--- src/verilog/dht_pkg.sv ---
// Package of constants for the head and control tag decoder
package dht_pkg;
  // Bus and field layout
  localparam int BUS_W = 10;
  localparam int HEAD_LO = 0;
  localparam int HEAD_W = 2;
  localparam int CHIP_LO = 2;
  localparam int CHIP_W = 2;
  // Control bit positions
  localparam int CB_WRITE = 0;
  localparam int CB_READ = 1;
  localparam int CB_OFS_POS = 2;
  localparam int CB_OFS_NEG = 3;
  localparam int CB_FCLR = 4;
  localparam int CB_AMARK = 5;
  // Register offsets (byte addresses)
  localparam logic [7:0] OFF_CTRL = 8'h00;
  localparam logic [7:0] OFF_STAT = 8'h04;
  localparam logic [7:0] OFF_HADDR = 8'h08;
  // Control register fields
  localparam int CTRL_UNIT_LO = 0;
  localparam int CTRL_OFS_EN = 4;
  localparam logic [31:0] CTRL_RESET = 32'h0000_0000;
  // Offset settle time
  localparam real CLK_NS = 5.0;
  localparam real OFS_HOLD_MS = 2.75;
  localparam int OFS_HOLD_CYC = int'(OFS_HOLD_MS * 1.0e6 / CLK_NS);
  localparam int OFS_CNT_W = 20;
  // On-cylinder suppression states
  typedef enum logic [0:0] {DHT_ON_CYL, DHT_OFFSETTING} dht_ofs_t;
endpackage

--- src/verilog/dht_tag_decode.sv ---
// Head-select and control-select tag decoder of a disk drive
// Function
// - Head tag loads bus bits 0-3
// - Bits 0-1 head, 2-3 chip, rest ignored
// - Control tag drives command logic from bits
// - Each bit position is its own operation
// - Bit 0 write gate, refused on faults
// - Bit 1 read gate, refused on faults
// - Read rising edge starts zero-pattern sync
// - Bit 2 offsets inward, drops on-cylinder
// - Bit 3 offsets outward, drops on-cylinder
// - Fault clears only when cause is gone
// - Bit 5 with write records address mark
// - Bit 5 with read searches address mark
// - Bus meaning follows the active tag
// - On-cylinder drops during any positioner motion
// - Tags obeyed only when unit selected
//
// Our own choices: the address map and the AHB-Lite register port.
`timescale 1ns/10ps
module dht_tag_decode
  import dht_pkg::*;
#(
  parameter int OFS_CYCLES = OFS_HOLD_CYC
) (
  // Clock and reset
  input wire logic hclk,
  input wire logic hresetn,
  input wire logic clk_en,
  // AHB-Lite slave
  input wire logic hsel,
  input wire logic [31:0] haddr,
  input wire logic [1:0] htrans,
  input wire logic hwrite,
  input wire logic [2:0] hsize,
  input wire logic [31:0] hwdata,
  input wire logic hready,
  output logic [31:0] hrdata,
  output logic hreadyout,
  output logic hresp,
  // Control cable
  input wire logic [3:0] unit_sel,
  input wire logic head_tag,
  input wire logic ctrl_tag,
  input wire logic [BUS_W-1:0] bus,
  output logic on_cyl,
  // Drive status inputs
  input wire logic seek_err,
  input wire logic fault_cond,
  input wire logic on_track,
  // Drive function outputs
  output logic [HEAD_W-1:0] head_num,
  output logic [CHIP_W-1:0] chip_sel,
  output logic write_en,
  output logic read_en,
  output logic sync_zero,
  output logic amark_write,
  output logic amark_search,
  output logic ofs_pos,
  output logic ofs_neg,
  output logic fault
);

  // Register state
  logic [3:0] unit_num, next_unit_num;
  logic ofs_en, next_ofs_en;
  logic ap_wr, next_ap_wr, ap_rd, next_ap_rd;
  logic [7:0] ap_addr, next_ap_addr;
  logic [31:0] next_hrdata;
  // Drive state
  logic [HEAD_W-1:0] next_head_num;
  logic [CHIP_W-1:0] next_chip_sel;
  logic next_write_en, next_read_en, next_sync_zero;
  logic next_amark_write, next_amark_search;
  logic next_ofs_pos, next_ofs_neg, next_fault;
  logic next_on_cyl;
  dht_ofs_t ofs_st, next_ofs_st;
  logic [OFS_CNT_W-1:0] ofs_cnt, next_ofs_cnt;
  logic selected, head_go, ctrl_go, blocked, ofs_req;

  // Register slave is zero-wait, so hreadyout is always high
  assign hreadyout = 1'b1;
  assign hresp = 1'b0;

  // Bus decode and register file
  always_comb begin
    logic take;
    take = hsel && hready && htrans[1];
    next_ap_wr = take && hwrite;
    next_ap_rd = take && !hwrite;
    next_ap_addr = haddr[7:0];
    next_unit_num = unit_num;
    next_ofs_en = ofs_en;
    next_hrdata = hrdata;
    if (ap_wr && ap_addr == OFF_CTRL) begin
      next_unit_num = hwdata[CTRL_UNIT_LO +: 4];
      next_ofs_en = hwdata[CTRL_OFS_EN];
    end
    // Read data is prepared in the address phase
    if (next_ap_rd) begin
      case (haddr[7:0])
        OFF_CTRL: next_hrdata = {27'h000_0000, next_ofs_en, next_unit_num};
        OFF_STAT: next_hrdata = {22'h00_0000, fault, on_cyl, ofs_neg,
                                 ofs_pos, amark_search, amark_write,
                                 sync_zero, read_en, write_en, selected};
        OFF_HADDR: next_hrdata = {28'h000_0000, chip_sel, head_num};
        default: next_hrdata = 32'h0000_0000;
      endcase
    end
  end

  always_ff @(posedge hclk or negedge hresetn) begin
    if (!hresetn) begin
      unit_num <= CTRL_RESET[CTRL_UNIT_LO +: 4];
      ofs_en <= CTRL_RESET[CTRL_OFS_EN];
      ap_wr <= 1'b0;
      ap_rd <= 1'b0;
      ap_addr <= 8'h00;
      hrdata <= 32'h0000_0000;
    end else if (clk_en) begin
      unit_num <= next_unit_num;
      ofs_en <= next_ofs_en;
      ap_wr <= next_ap_wr;
      ap_rd <= next_ap_rd;
      ap_addr <= next_ap_addr;
      hrdata <= next_hrdata;
    end
  end

  // Tag qualification; the bus meaning depends on which tag is up
  assign selected = (unit_sel == unit_num);
  assign head_go = selected && head_tag;
  assign ctrl_go = selected && ctrl_tag && !head_tag;
  assign blocked = seek_err || fault;
  assign ofs_req = ctrl_go && ofs_en && (bus[CB_OFS_POS] || bus[CB_OFS_NEG]);

  // Command decode: each bit acts on its own, several may share a tag
  always_comb begin
    next_head_num = head_num;
    next_chip_sel = chip_sel;
    if (head_go) begin
      next_head_num = bus[HEAD_LO +: HEAD_W];
      next_chip_sel = bus[CHIP_LO +: CHIP_W];
    end
    // Gates follow the tag level; refused while a fault stands
    next_write_en = ctrl_go && bus[CB_WRITE] && !blocked;
    next_read_en = ctrl_go && bus[CB_READ] && !blocked;
    next_sync_zero = next_read_en && !read_en;
    next_amark_write = next_write_en && bus[CB_AMARK];
    next_amark_search = next_read_en && bus[CB_AMARK];
    next_ofs_pos = ctrl_go && ofs_en && bus[CB_OFS_POS];
    next_ofs_neg = ctrl_go && ofs_en && bus[CB_OFS_NEG];
    // Fault: the live cause sets and wins over a clear pulse
    next_fault = fault;
    if (fault_cond)
      next_fault = 1'b1;
    else if (ctrl_go && bus[CB_FCLR])
      next_fault = 1'b0;
  end

  // On-cylinder suppression after a servo offset command
  always_comb begin
    next_ofs_st = ofs_st;
    next_ofs_cnt = ofs_cnt;
    case (ofs_st)
      DHT_ON_CYL: begin
        if (ofs_req) begin
          next_ofs_st = DHT_OFFSETTING;
          next_ofs_cnt = OFS_CNT_W'(OFS_CYCLES - 1);
        end
      end
      DHT_OFFSETTING: begin
        if (ofs_req)
          next_ofs_cnt = OFS_CNT_W'(OFS_CYCLES - 1);
        else if (ofs_cnt == '0)
          next_ofs_st = DHT_ON_CYL;
        else
          next_ofs_cnt = ofs_cnt - 1'b1;
      end
      default: next_ofs_st = DHT_ON_CYL;
    endcase
    // Held low while offset settles or track is lost
    next_on_cyl = on_track && !ofs_req
                  && next_ofs_st == DHT_ON_CYL;
  end

  always_ff @(posedge hclk or negedge hresetn) begin
    if (!hresetn) begin
      head_num <= '0;
      chip_sel <= '0;
      write_en <= 1'b0;
      read_en <= 1'b0;
      sync_zero <= 1'b0;
      amark_write <= 1'b0;
      amark_search <= 1'b0;
      ofs_pos <= 1'b0;
      ofs_neg <= 1'b0;
      fault <= 1'b0;
      ofs_st <= DHT_ON_CYL;
      ofs_cnt <= '0;
      on_cyl <= 1'b0;
    end else if (clk_en) begin
      head_num <= next_head_num;
      chip_sel <= next_chip_sel;
      write_en <= next_write_en;
      read_en <= next_read_en;
      sync_zero <= next_sync_zero;
      amark_write <= next_amark_write;
      amark_search <= next_amark_search;
      ofs_pos <= next_ofs_pos;
      ofs_neg <= next_ofs_neg;
      fault <= next_fault;
      ofs_st <= next_ofs_st;
      ofs_cnt <= next_ofs_cnt;
      on_cyl <= next_on_cyl;
    end
  end
endmodule // dht_tag_decode

--- config.mk ---
export PLATFORM = sky130hd
export DESIGN_NAME = dht_tag_decode
export DESIGN_NICKNAME = d
export VERILOG_FILES = /design/src/verilog/dht_pkg.sv /design/src/verilog/dht_tag_decode.sv
export SDC_FILE = /design/constraint.sdc
export NUM_CORES = 1
export LEC_CHECK = 0
export BUFFER_PORTS_ARGS = -buffer_cell sky130_fd_sc_hd__clkbuf_2
export CAP_MARGIN = 0
export CORE_MARGIN = 3
export CORE_UTILIZATION = 51
export DETAILED_ROUTE_END_ITERATION = 6
export PLACE_DENSITY = 0.84
export SYNTH_ARGS = -nofsm -noshare
export SYNTH_HDL_FRONTEND = slang
export SYNTH_SLANG_ARGS = --single-unit
export TNS_END_PERCENT = 30
--- constraint.sdc ---
create_clock -name hclk -period 3.2 [get_ports hclk]
set_clock_uncertainty 0.05 [all_clocks]
set_input_delay 0.32 -clock hclk [delete_from_list [all_inputs] [get_ports hclk]]
set_output_delay 0.32 -clock hclk [all_outputs]
set_load 0.02 [all_outputs]
==> metrics.csv, run 1 <==
metric,value,unit
cts_resized,0,
grt_start_max_net_pins,44,
reg2reg_to,ofs_cnt[9]$_DFFE_PN0P_,
start_util,0.5448,
slew_headroom,0.3045,
endpoint_kind,register,
grt_overflow,0,
core_area,0.005709,mm²
clkPwrFrac,0.441,
cp-start-kind,register,
p_int,0.001273,W
track_usage,0.2052,
die_x,84.10,µm
cp-startpoint,ofs_cnt[0]$_DFFE_PN0P_,
hold_viol,0,
critPathCapture,ofs_cnt[9]$_DFFE_PN0P_,
fin_crit_sh,0.6921,
io_pins,141,
critical-path-max-stage-delay,0.49,ns
ys_types,58,
die_area,0.007072,mm²
cts_buffers,9,
dp_slack,0.9737,ns
ir_worst_vdd,328.0,µV
synth.area.top_cells,"dfrtp_1 47%, mux2_2 6.2%, buf_4 6.0%",
crit_fanout,4,
yosysMostFrequentCell,dfrtp_1,
hpwlAfterDp,5119,µm
n_antenna_cell,0,
drive_gt1_frac,0.3070,
maxCapViolations,0,
cts_tree,built,
port_buffers,57,
reg2reg_depth,7,
synth_async_sr_flop_share,1.000,
power_leakage,1.713,nW
tightest_slew,1.043,ns
grt_pass1_wl,11630,µm
htreeDepth,3,
die_h,84.10,µm
postRouteAntennaNets,0,
fin_util,0.6268,
grt_antenna_before_repair,0,
cts_buffer_depth,2,
multi_input_area,0.001484,mm²
fin_crit,2.215,ns
cts-root-buf,clkbuf_8,
crit_chain,"inv_1, ha_1, or3b_2, and4bb_4, nor3_1, and2_4, a22o_1",
fin_nets,446,
r2r_start,ofs_cnt[0]$_DFFE_PN0P_,
rsz0062_at_grt,false,
synth_area_per_cell,10.65,µm²
seq_area_frac_synth,0.4666,
p_sw,0.0004152,W
p_seq_frac,0.464,
p_comb_frac,0.095,
synthToLayoutAreaGrowth,15.04,%
drv_slew,0,
worstSetupPathType,reg2reg,
r2r_slack,0.99,ns
p_sw_frac,0.2460,
grt_pass1_vias,2431,
hold_path.class,in2async,
max_freq,451.5,MHz
synth_warnings,0,
gp_congestion,0.8867,
syn_area,0.003110,mm²
clk_pin_slew,0.06,ns
maxUsedRoutingLayer,met4,
synth_ff_type,dfrtp_1,
ys_seq_elements,58,
synth_edf_count,0,
rows,27,
clkLatencyLatePin,0.34,ns
routed_via_density,5.852,
ctsHoldBuffers,0,
route.vias.total,2499,
cts.sinks,58,
postCtsSetupBuffers,0,
wl_met1,3163,µm
tns,0,ns
crit_required,3.37,ns
wl,7110,µm
regArea,0.001451,mm²
synth_top_area_share,0.4666,
wire_per_inst,16.65,µm
setup_slack,0.9853,ns
synth_largest_area_cell,dfrtp_1,
drtIter0Drc,169,
syn_inst,292,
p_per_area,471.8,mW/mm²
netlist_top_cells_count,"58 x dfrtp_1, 25 x buf_4, 19 x nor2_1",
route.met3.wl,477,µm
setup_viol,0,
cp.arrival,2.38,ns
drc,0,
route.met2.wl,3336,µm
drtPass1Iterations,4,
cpMaxStageDelayCell,or3b_2,
status,"finished, final reports clean",
fill_cells,463,
stage by stage:
step | hold slack, ns | total power [W] | instances | area, µm²
floorplan | -0.02559 | 0.0009090 | 314 | 3193
global placement | 0.4273 | 0.0009507 | 411 | 3359
detailed placement | 0.4339 | 0.0009571 | 411 | 3359
CTS | 0.1412 | 0.001702 | 427 | 3578
global route | 0.1657 | 0.001758 | 427 | 3578
finish | 0.1045 | 0.001688 | 427 | 3578
cell usage in the layout, fill, tap and decap left out, types with 3 or more instances in the layout:
master,instances
o21ai_1,5
a32o_1,4
nand2_1,11
conb_1,24
nor4_1,7
nor2b_1,3
and3_1,3
o31ai_1,6
dfrtp_1,58
o21ai_0,13
nor3_1,7
o2bb2ai_1,4
or3_1,3
o31a_1,4
a21o_1,3
a21oi_1,4
nand3_1,7
or4_4,3
mux2_2,17
inv_1,8
xor2_1,4
clkbuf_2,57
nor2_1,19
a22o_1,12
mux2i_1,5
nand4_1,4
a211o_1,3
clkbuf_8,10
or4_1,3
a22oi_1,8
how the worst min path moves through the flow:
stage / startpoint / endpoint / slack, ns / cells past startpoint
detailed placement: hrdata[0]$_DFFE_PN0P_ / hrdata[0]$_DFFE_PN0P_ / 0.43 / 1
global route: bus[5] / amark_write$_DFFE_PN0P_ / 0.17 / 3
finish: hresetn / ofs_cnt[10]$_DFFE_PN0P_ / 0.10 / 1
global placement: ap_wr$_DFFE_PN0P_ / ap_wr$_DFFE_PN0P_ / 0.43 / 1
floorplan: hresetn / amark_search$_DFFE_PN0P_ / -0.03 / 0
CTS: hresetn / chip_sel[0]$_DFFE_PN0P_ / 0.14 / 1
sequential cells by signal, indices dropped and copies added, names as in the netlist, 2 cells and up:
name      count
head_num      2
unit_num      4
chip_sel      2
ap_addr       8
ofs_cnt      20
hrdata       10
critical path, delay by kind of cell (launching register included):
kind | cells | cell delay [ns]
AOI/OAI and AO/OA | 1 | 0.23
DFF | 1 | 0.40
adders and majority gates | 1 | 0.16
buffers and inverters | 1 | 0.10
and+or+nand+nor | 4 | 1.16
final cells by class:
class,instances,share of cell area
Multi-Input combinational cell,213,0.4147
Timing Repair Buffer,59,0.08392
Clock inverter,5,0.02168
Inverter,9,0.009441
Tap cell,72,0.02517
Clock buffer,11,0.03951
Sequential cell,58,0.4056
cell families (layout without fill, tap and decap cells):
logic type / after synthesis / count (layout) / synth area share
simple gates: 88 / 88 / 0.1762
compound gates: 73 / 73 / 0.1750
flops: 58 / 58 / 0.4666
buf+inv: 43 / 84 / 0.08286
mux: 22 / 22 / 0.07763
xor+xnor: 4 / 4 / 0.01126
fa+ha+maj: 2 / 2 / 0.008044
other cells: 2 / 24 / 0.002414
power groups by stage:
stage          combinational [W]  clock [W]  sequential (W)
2_1_floorplan           0.000104          0        0.000805
3_3_place_gp            0.000156          0        0.000795
3_5_place_dp            0.000161          0        0.000796
4_1_cts                 0.000161   0.000758        0.000783
5_1_grt                 0.000174   0.000798        0.000786
6_report                0.000160   0.000745        0.000784
per-layer routing:
metal  vias to the layer above  track usage
met5                         -            0
met4                         0      0.08187
met3                        17      0.05726
met2                        98       0.3250
met1                      1216       0.2650
li1                       1168            -
No activity file was read; power rests on OpenSTA's default activity.
==> inputs of run 2 (changes only) <==
--- a/config.mk
+++ b/config.mk
@@ -8,9 +8,9 @@
 export BUFFER_PORTS_ARGS = -buffer_cell sky130_fd_sc_hd__clkbuf_2
 export CAP_MARGIN = 0
 export CORE_MARGIN = 3
-export CORE_UTILIZATION = 51
+export CORE_UTILIZATION = 47
 export DETAILED_ROUTE_END_ITERATION = 6
-export PLACE_DENSITY = 0.84
+export PLACE_DENSITY = 0.78
 export SYNTH_ARGS = -nofsm -noshare
 export SYNTH_HDL_FRONTEND = slang
 export SYNTH_SLANG_ARGS = --single-unit
==> constraint.sdc (replaced) <==
create_clock -name hclk -period 2.2 [get_ports hclk]
set_clock_uncertainty 0.05 [all_clocks]
set_input_delay 0.22 -clock hclk [delete_from_list [all_inputs] [get_ports hclk]]
set_output_delay 0.22 -clock hclk [all_outputs]
set_load 0.02 [all_outputs]
==> run 2 against run 1 <==
Net effect:
- wire length down 0.14%
- register-to-register slack got worse by 0.86 ns
- critical endpoint is now ofs_cnt[16]$_DFFE_PN0P_
- sequential cell count unchanged
- core utilization down 5.8 points
- critical path depth down 2
- sequential power is 45% higher
- critical path type unchanged
- combinational power rose by 47%
- sequential share of layout area down 0.57 points
- power grew 32%
- first-iteration DRC count shrank 1.2%
==> metrics.csv, run 2 (synthesis gave the netlist of run 1 again) <==
metric,value,unit
hpwlAfterDp,5215,µm
critical-path-max-stage-delay,0.44,ns
grt_antenna_before_repair,0,
clk_pin_slew,0.07,ns
htreeDepth,3,
largest_reg_flops,20,
status,"finished, final reports clean",
dp.cells,423,
rsz0062_at_grt,true,
drtIter0Drc,167,
path_depth,5,
clkLatencyLatePin,0.34,ns
wl,7100,µm
fin_crit,2.074,ns
synthToLayoutAreaGrowth,16.69,%
setup_slack,0.1260,ns
die_h,87.35,µm
worstPathBufferInverterCount,0,
cp.arrival,2.24,ns
p_sw,0.0006273,W
p_per_area,613.6,mW/mm²
cp-startpoint,ofs_cnt[4]$_DFFE_PN0P_,
io_pins,141,
wire_per_inst,16.10,µm
port_buffers,57,
drive_gt1_frac,0.3324,
met1_usage,0.2709,
layoutNonFillerInstCount,441,
routed_via_density,5.739,
gp_congestion,0.8332,
cts_buffer_depth,2,
die_area,0.007630,mm²
n_antenna_cell,0,
grt_pass1_vias,2461,
crit_required,2.37,ns
cp-start-kind,register,
hold_path.class,in2reg,
worstSetupPathType,reg2reg,
use_met2,0.3062,
start_util,0.4871,
drtPass1Iterations,4,
core_area,0.006386,mm²
crit_fanout,9,
fin_crit_sh,0.9427,
clkPwrFrac,0.382,
p_int,0.001600,W
tightest_slew,0.7191,ns
die_x,87.35,µm
cts-root-buf,clkbuf_8,
maxCapViolations,0,
track_usage,0.1981,
crit_chain,"nor4_2, nand4_2, or3_1, nor4_1, o31ai_1",
grt_pass1_wl,11870,µm
grt_busiest_layer,met2,
p_sw_frac,0.2817,
cpMaxStageDelayCell,dfrtp_1,
route.vias.total,2531,
slew_headroom,0.5206,
hold_viol,0,
rows,29,
reg2reg_depth,5,
holdWs,0.05898,ns
endpoint_kind,register,
grt_overflow,0,
r2r_start,ofs_cnt[4]$_DFFE_PN0P_,
max_freq,482.2,MHz
power_leakage,1.730,nW
hp-start,hwrite,
dp_slack,0.04489,ns
crit_family,simple AND/OR/NAND/NOR gates,
largest-register,ofs_cnt,
ir_worst_vdd,588.5,µV
fin_nets,455,
grt_start_max_net_pins,59,
p_seq_frac,0.512,
final_cell_mix,"58 x dfrtp_1, 57 x clkbuf_2, 24 x conb_1",
final_common_cell,dfrtp_1,
fill_cells,567,
fin_util,0.5684,
postRouteAntennaNets,0,
grt_use_met3,0.06339,
tns,0,ns
top_regs,"ofs_cnt x20, hrdata x10, ap_addr x8",
cts_buffers,9,
p_comb_frac,0.106,
setup_viol,0,
cts_tree,built,
drc,0,
drv_slew,0,
worst_hold_path.num_cells,3,
cts.sinks,58,
[run 2: worst paths after layout]
kind / to / slack [ns]
worst max-delay path: ofs_cnt[16]$_DFFE_PN0P_ / 0.13
worst min-delay path: ap_wr$_DFFE_PN0P_ / 0.06
worst max register to register: ofs_cnt[16]$_DFFE_PN0P_ / 0.13
worst min register to register: ap_wr$_DFFE_PN0P_ / 0.43
max in group asynchronous: ofs_cnt[10]$_DFFE_PN0P_ / 1.11
min in group asynchronous: amark_write$_DFFE_PN0P_ / 0.50
[run 2: per-layer routing]
metal	part of all wire	up-vias
met1	0.44	1237
met2	0.47	104
met5	0	-
met4	0.015	0
li1	-	1177
met3	0.068	13
[run 2: tightest hold or removal path, cell delays in order]
cell and delay (ns):
clkbuf_2 0.08, nand2_1 0.05, o2bb2ai_1 0.05
[run 2: layout make-up]
cell class,instances,area (µm²),share of cell area
multi-input combinational,213,1508,0.4154
sequential,58,1451,0.3999
timing repair buffer,68,370.4,0.1020
clock buffer,10,127.6,0.03516
tap,77,96.34,0.02654
clock inverter,6,42.54,0.01172
inverter,9,33.78,0.009307
[run 2: metrics by stage]
| step | cell area, µm² | power (W) |
|---|---|---|
| global placement | 3418 | 0.001389 |
| CTS | 3598 | 0.002249 |
| finish | 3630 | 0.002227 |
| detailed placement | 3418 | 0.001394 |
| global route | 3630 | 0.002339 |
| floorplan | 3193 | 0.001322 |
[run 2: power by group through the flow]
| stage | Sequential (W) | Clock, W | Combinational, W |
|---|---|---|---|
| after floorplan | 0.00117 | 0 | 0.000152 |
| after global placement | 0.00116 | 0 | 0.000231 |
| after detailed placement | 0.00116 | 0 | 0.000235 |
| after CTS | 0.00114 | 0.000872 | 0.000237 |
| after global routing | 0.00114 | 0.000930 | 0.000264 |
| final | 0.00114 | 0.000850 | 0.000236 |
[run 2: repair_timing]
item	CTS	global route
hold endpoints to repair	47	0
hold buffers	1	0
buffers inserted	0	1
endpoints found under the setup margin	0	10
gates resized for setup	0	5
==> inputs of run 3 (changes only) <==
--- a/config.mk
+++ b/config.mk
@@ -5,12 +5,14 @@
 export SDC_FILE = /design/constraint.sdc
 export NUM_CORES = 1
 export LEC_CHECK = 0
+export ABC_AREA = 1
 export BUFFER_PORTS_ARGS = -buffer_cell sky130_fd_sc_hd__clkbuf_2
 export CAP_MARGIN = 0
+export CORE_ASPECT_RATIO = 1.5
 export CORE_MARGIN = 3
-export CORE_UTILIZATION = 47
+export CORE_UTILIZATION = 49
 export DETAILED_ROUTE_END_ITERATION = 6
-export PLACE_DENSITY = 0.78
+export PLACE_DENSITY = 0.79
 export SYNTH_ARGS = -nofsm -noshare
 export SYNTH_HDL_FRONTEND = slang
 export SYNTH_SLANG_ARGS = --single-unit
==> run 3 against run 2 <==
Net effect:
- non-clock buffer count is 4 lower
- fmax is 10% higher
- largest cell class unchanged
- critical path type unchanged
- critical endpoint is now ofs_cnt[9]$_DFFE_PN0P_
- sequential cell count stayed put
- via count is 19% higher
- register-to-register slack better by 0.19 ns
==> metrics.csv, run 3 <==
metric,value,unit
status,"finished, final reports clean",
drv_slew,0,
top_regs,"ofs_cnt x20, hrdata x10, ap_addr x8",
wl,7688,µm
p_seq_frac,0.410,
rows,36,
seq_area_frac_synth,0.4262,
yosysMostFrequentCell,nand2_1,
hold_viol,0,
synth_edf_count,0,
hp-start,fault_cond,
p_per_area,866.8,mW/mm²
cp.arrival,2.06,ns
cp-start-kind,register,
synth_top_area_share,0.4262,
r2r_slack,0.32,ns
crit_required,2.37,ns
synth_largest_area_cell,dfrtp_1,
start_util,0.5144,
die_area,0.008007,mm²
postRouteAntennaNets,0,
holdPathEnd,fault$_DFFE_PN0P_,
max_freq,531.1,MHz
rsz0062_at_grt,false,
p_sw_frac,0.3342,
stdcell_area,0.003919,mm²
clk_pin_slew,0.07,ns
core_area,0.006621,mm²
netlist_top_cells_count,"171 x nand2_1, 58 x dfrtp_1, 41 x nor2_1",
wire_per_inst,12.92,µm
n_antenna_cell,0,
grt_pass1_vias,2911,
htreeDepth,3,
p_int,0.002262,W
reg2reg_depth,8,
clkLatencyLatePin,0.34,ns
reg2reg_to,ofs_cnt[9]$_DFFE_PN0P_,
fin_crit_sh,0.8558,
r2r_start,unit_num[0]$_DFFE_PN0P_,
synthToLayoutAreaGrowth,15.06,%
track_usage,0.2102,
cts_buffer_depth,2,
hold_path.class,in2reg,
synth.area.top_cells,"dfrtp_1 43%, nand2_1 19%, buf_4 5.3%",
cts-root-buf,clkbuf_8,
power_leakage,2.086,nW
synth_top_family_by_area,simple AND/OR/NAND/NOR gates,
tns,0,ns
postCtsSetupBuffers,0,
syn_area,0.003406,mm²
synthMuxAreaShare,0,
gp_congestion,0.8477,
route.vias.total,3019,
cts_tree,built,
die_h,108.1,µm
synth_area_per_cell,7.502,µm²
grt_overflow,0,
fin_nets,610,
endpoint_kind,register,
clkPwrFrac,0.363,
fin_crit,1.883,ns
ir_worst_vdd,683.3,µV
hpwlAfterDp,5771,µm
cts_buffers,9,
synth_async_sr_flop_share,1.000,
syn_inst,454,
cts.sinks,58,
ys_seq_elements,58,
setup_viol,0,
synthSimpleGateAreaFrac,0.3450,
die_x,74.07,µm
drive_gt1_frac,0.1985,
grt_pass1_wl,13060,µm
drtIter0Drc,276,
final_common_cell,nand2_1,
grt_start_max_net_pins,34,
ys_types,33,
tightest_slew,0.7052,ns
largest-register,ofs_cnt,
largest_reg_flops,20,
power.total,0.003397,W
p_comb_frac,0.227,
synth_warnings,0,
crit_fanout,21,
drtPass1Iterations,4,
worstSetupPathType,reg2reg,
maxCapViolations,0,
p_sw,0.001135,W
routed_via_density,5.074,
port_buffers,57,
placed_cell_area,0.003660,mm²
io_pins,141,
synth_ff_type,dfrtp_1,
synth_fa_ha_area_frac,0.007348,
synth_xor_xnor_area_share,0.04886,
drc,0,
grt_antenna_before_repair,0,
slew_headroom,0.5299,
worst_hold_path.num_cells,3,
synth_compound_area_frac,0.05915,
final_cell_mix,"171 x nand2_1, 58 x dfrtp_1, 57 x clkbuf_2",
==> run 3: changes by cell type in the layout (fill, tap and decap cells not counted), moves of 6 or more <==
cell | previous run | this run
a22o_1 | 12 | 0
a22oi_1 | 8 | 0
inv_1 | 8 | 28
mux2_2 | 17 | 0
nand2_1 | 11 | 171
nand2_2 | 0 | 12
nand3_1 | 7 | 31
nor2_1 | 18 | 41
o21ai_0 | 13 | 23
o31ai_1 | 6 | 0
xnor2_1 | 0 | 7
xor2_1 | 4 | 12
==> run 3: final cells by class <==
| cell class | count | area (µm²) |
|---|---|---|
| clock buffers | 9 | 123.9 |
| clock inverters | 7 | 125.1 |
| fillers | 593 | 2703 |
| inverters | 30 | 112.6 |
| multi-input cells | 351 | 1658 |
| flip-flops and latches | 58 | 1451 |
| well taps | 76 | 95.09 |
| repair buffers | 64 | 352.8 |
==> run 3: power groups by stage <==
stage	Sequential, W	Clock (W)	Combinational, W
after floorplan	0.00139	0	0.000614
after global placement	0.00140	0	0.000741
after CTS	0.00139	0.00125	0.000774
final	0.00139	0.00123	0.000771
after detailed placement	0.00141	0	0.000763
after global routing	0.00141	0.00129	0.000883
==> run 3: critical path, stage by stage (launching register included) <==
cell	delay, ns
dfrtp_1	0.42
xnor2_1	0.17
nand2_1	0.11
nor2_4	0.20
nand4_4	0.27
nand2_2	0.18
nand2_4	0.19
nand2_1	0.11
nand2_1	0.06
==> run 3: cell families after synthesis <==
family / count (synthesis)
and+or+nand+nor: 272
buffers and inverters: 67
DFF: 58
AOI/OAI and AO/OA: 34
xor gates and xnor gates: 19
adders and majority gates: 2
other: 2
==> run 3: worst max-delay path by stage <==
stage	to	slack, ns	depth (start not counted)	from
after detailed placement	ofs_cnt[9]$_DFFE_PN0P_	0.35	8	unit_num[0]$_DFFE_PN0P_
after global routing	ofs_cnt[8]$_DFFE_PN0P_	0.11	8	unit_num[0]$_DFFE_PN0P_
after CTS	ofs_cnt[9]$_DFFE_PN0P_	0.32	8	unit_num[0]$_DFFE_PN0P_
after global placement	ofs_cnt[5]$_DFFE_PN0P_	0.39	8	unit_num[0]$_DFFE_PN0P_
final	ofs_cnt[9]$_DFFE_PN0P_	0.32	8	unit_num[0]$_DFFE_PN0P_
after floorplan	ofs_cnt[10]$_DFFE_PN0P_	0.71	9	ofs_cnt[0]$_DFFE_PN0P_
==> run 3: what timing repair did <==
action	CTS	global route
endpoints found under the hold margin	25	0
gates resized for setup	0	0
hold buffers	1	0
==> run 3: through the flow <==
stage	worst slack [ns]	instances	hold WS, ns	utilization
floorplan	0.7097	476	-0.1256	-
global placement	0.3946	578	0.2416	0.5527
detailed placement	0.3472	578	0.2366	0.5527
CTS	0.3214	595	0.03198	0.5918
global route	0.1119	595	0.05769	0.5918
finish	0.3172	595	0.03535	0.5918
==> run 3: routing by layer <==
layer / part of all wire / wire length, µm / vias to the layer above / global-route usage
li1: - / - / 1491 / -
met1: 0.39 / 2983 / 1424 / 0.2438
met2: 0.53 / 4084 / 85 / 0.3674
met3: 0.054 / 412 / 19 / 0.04372
met4: 0.027 / 207 / 0 / 0.08808
met5: 0 / 0 / - / 0
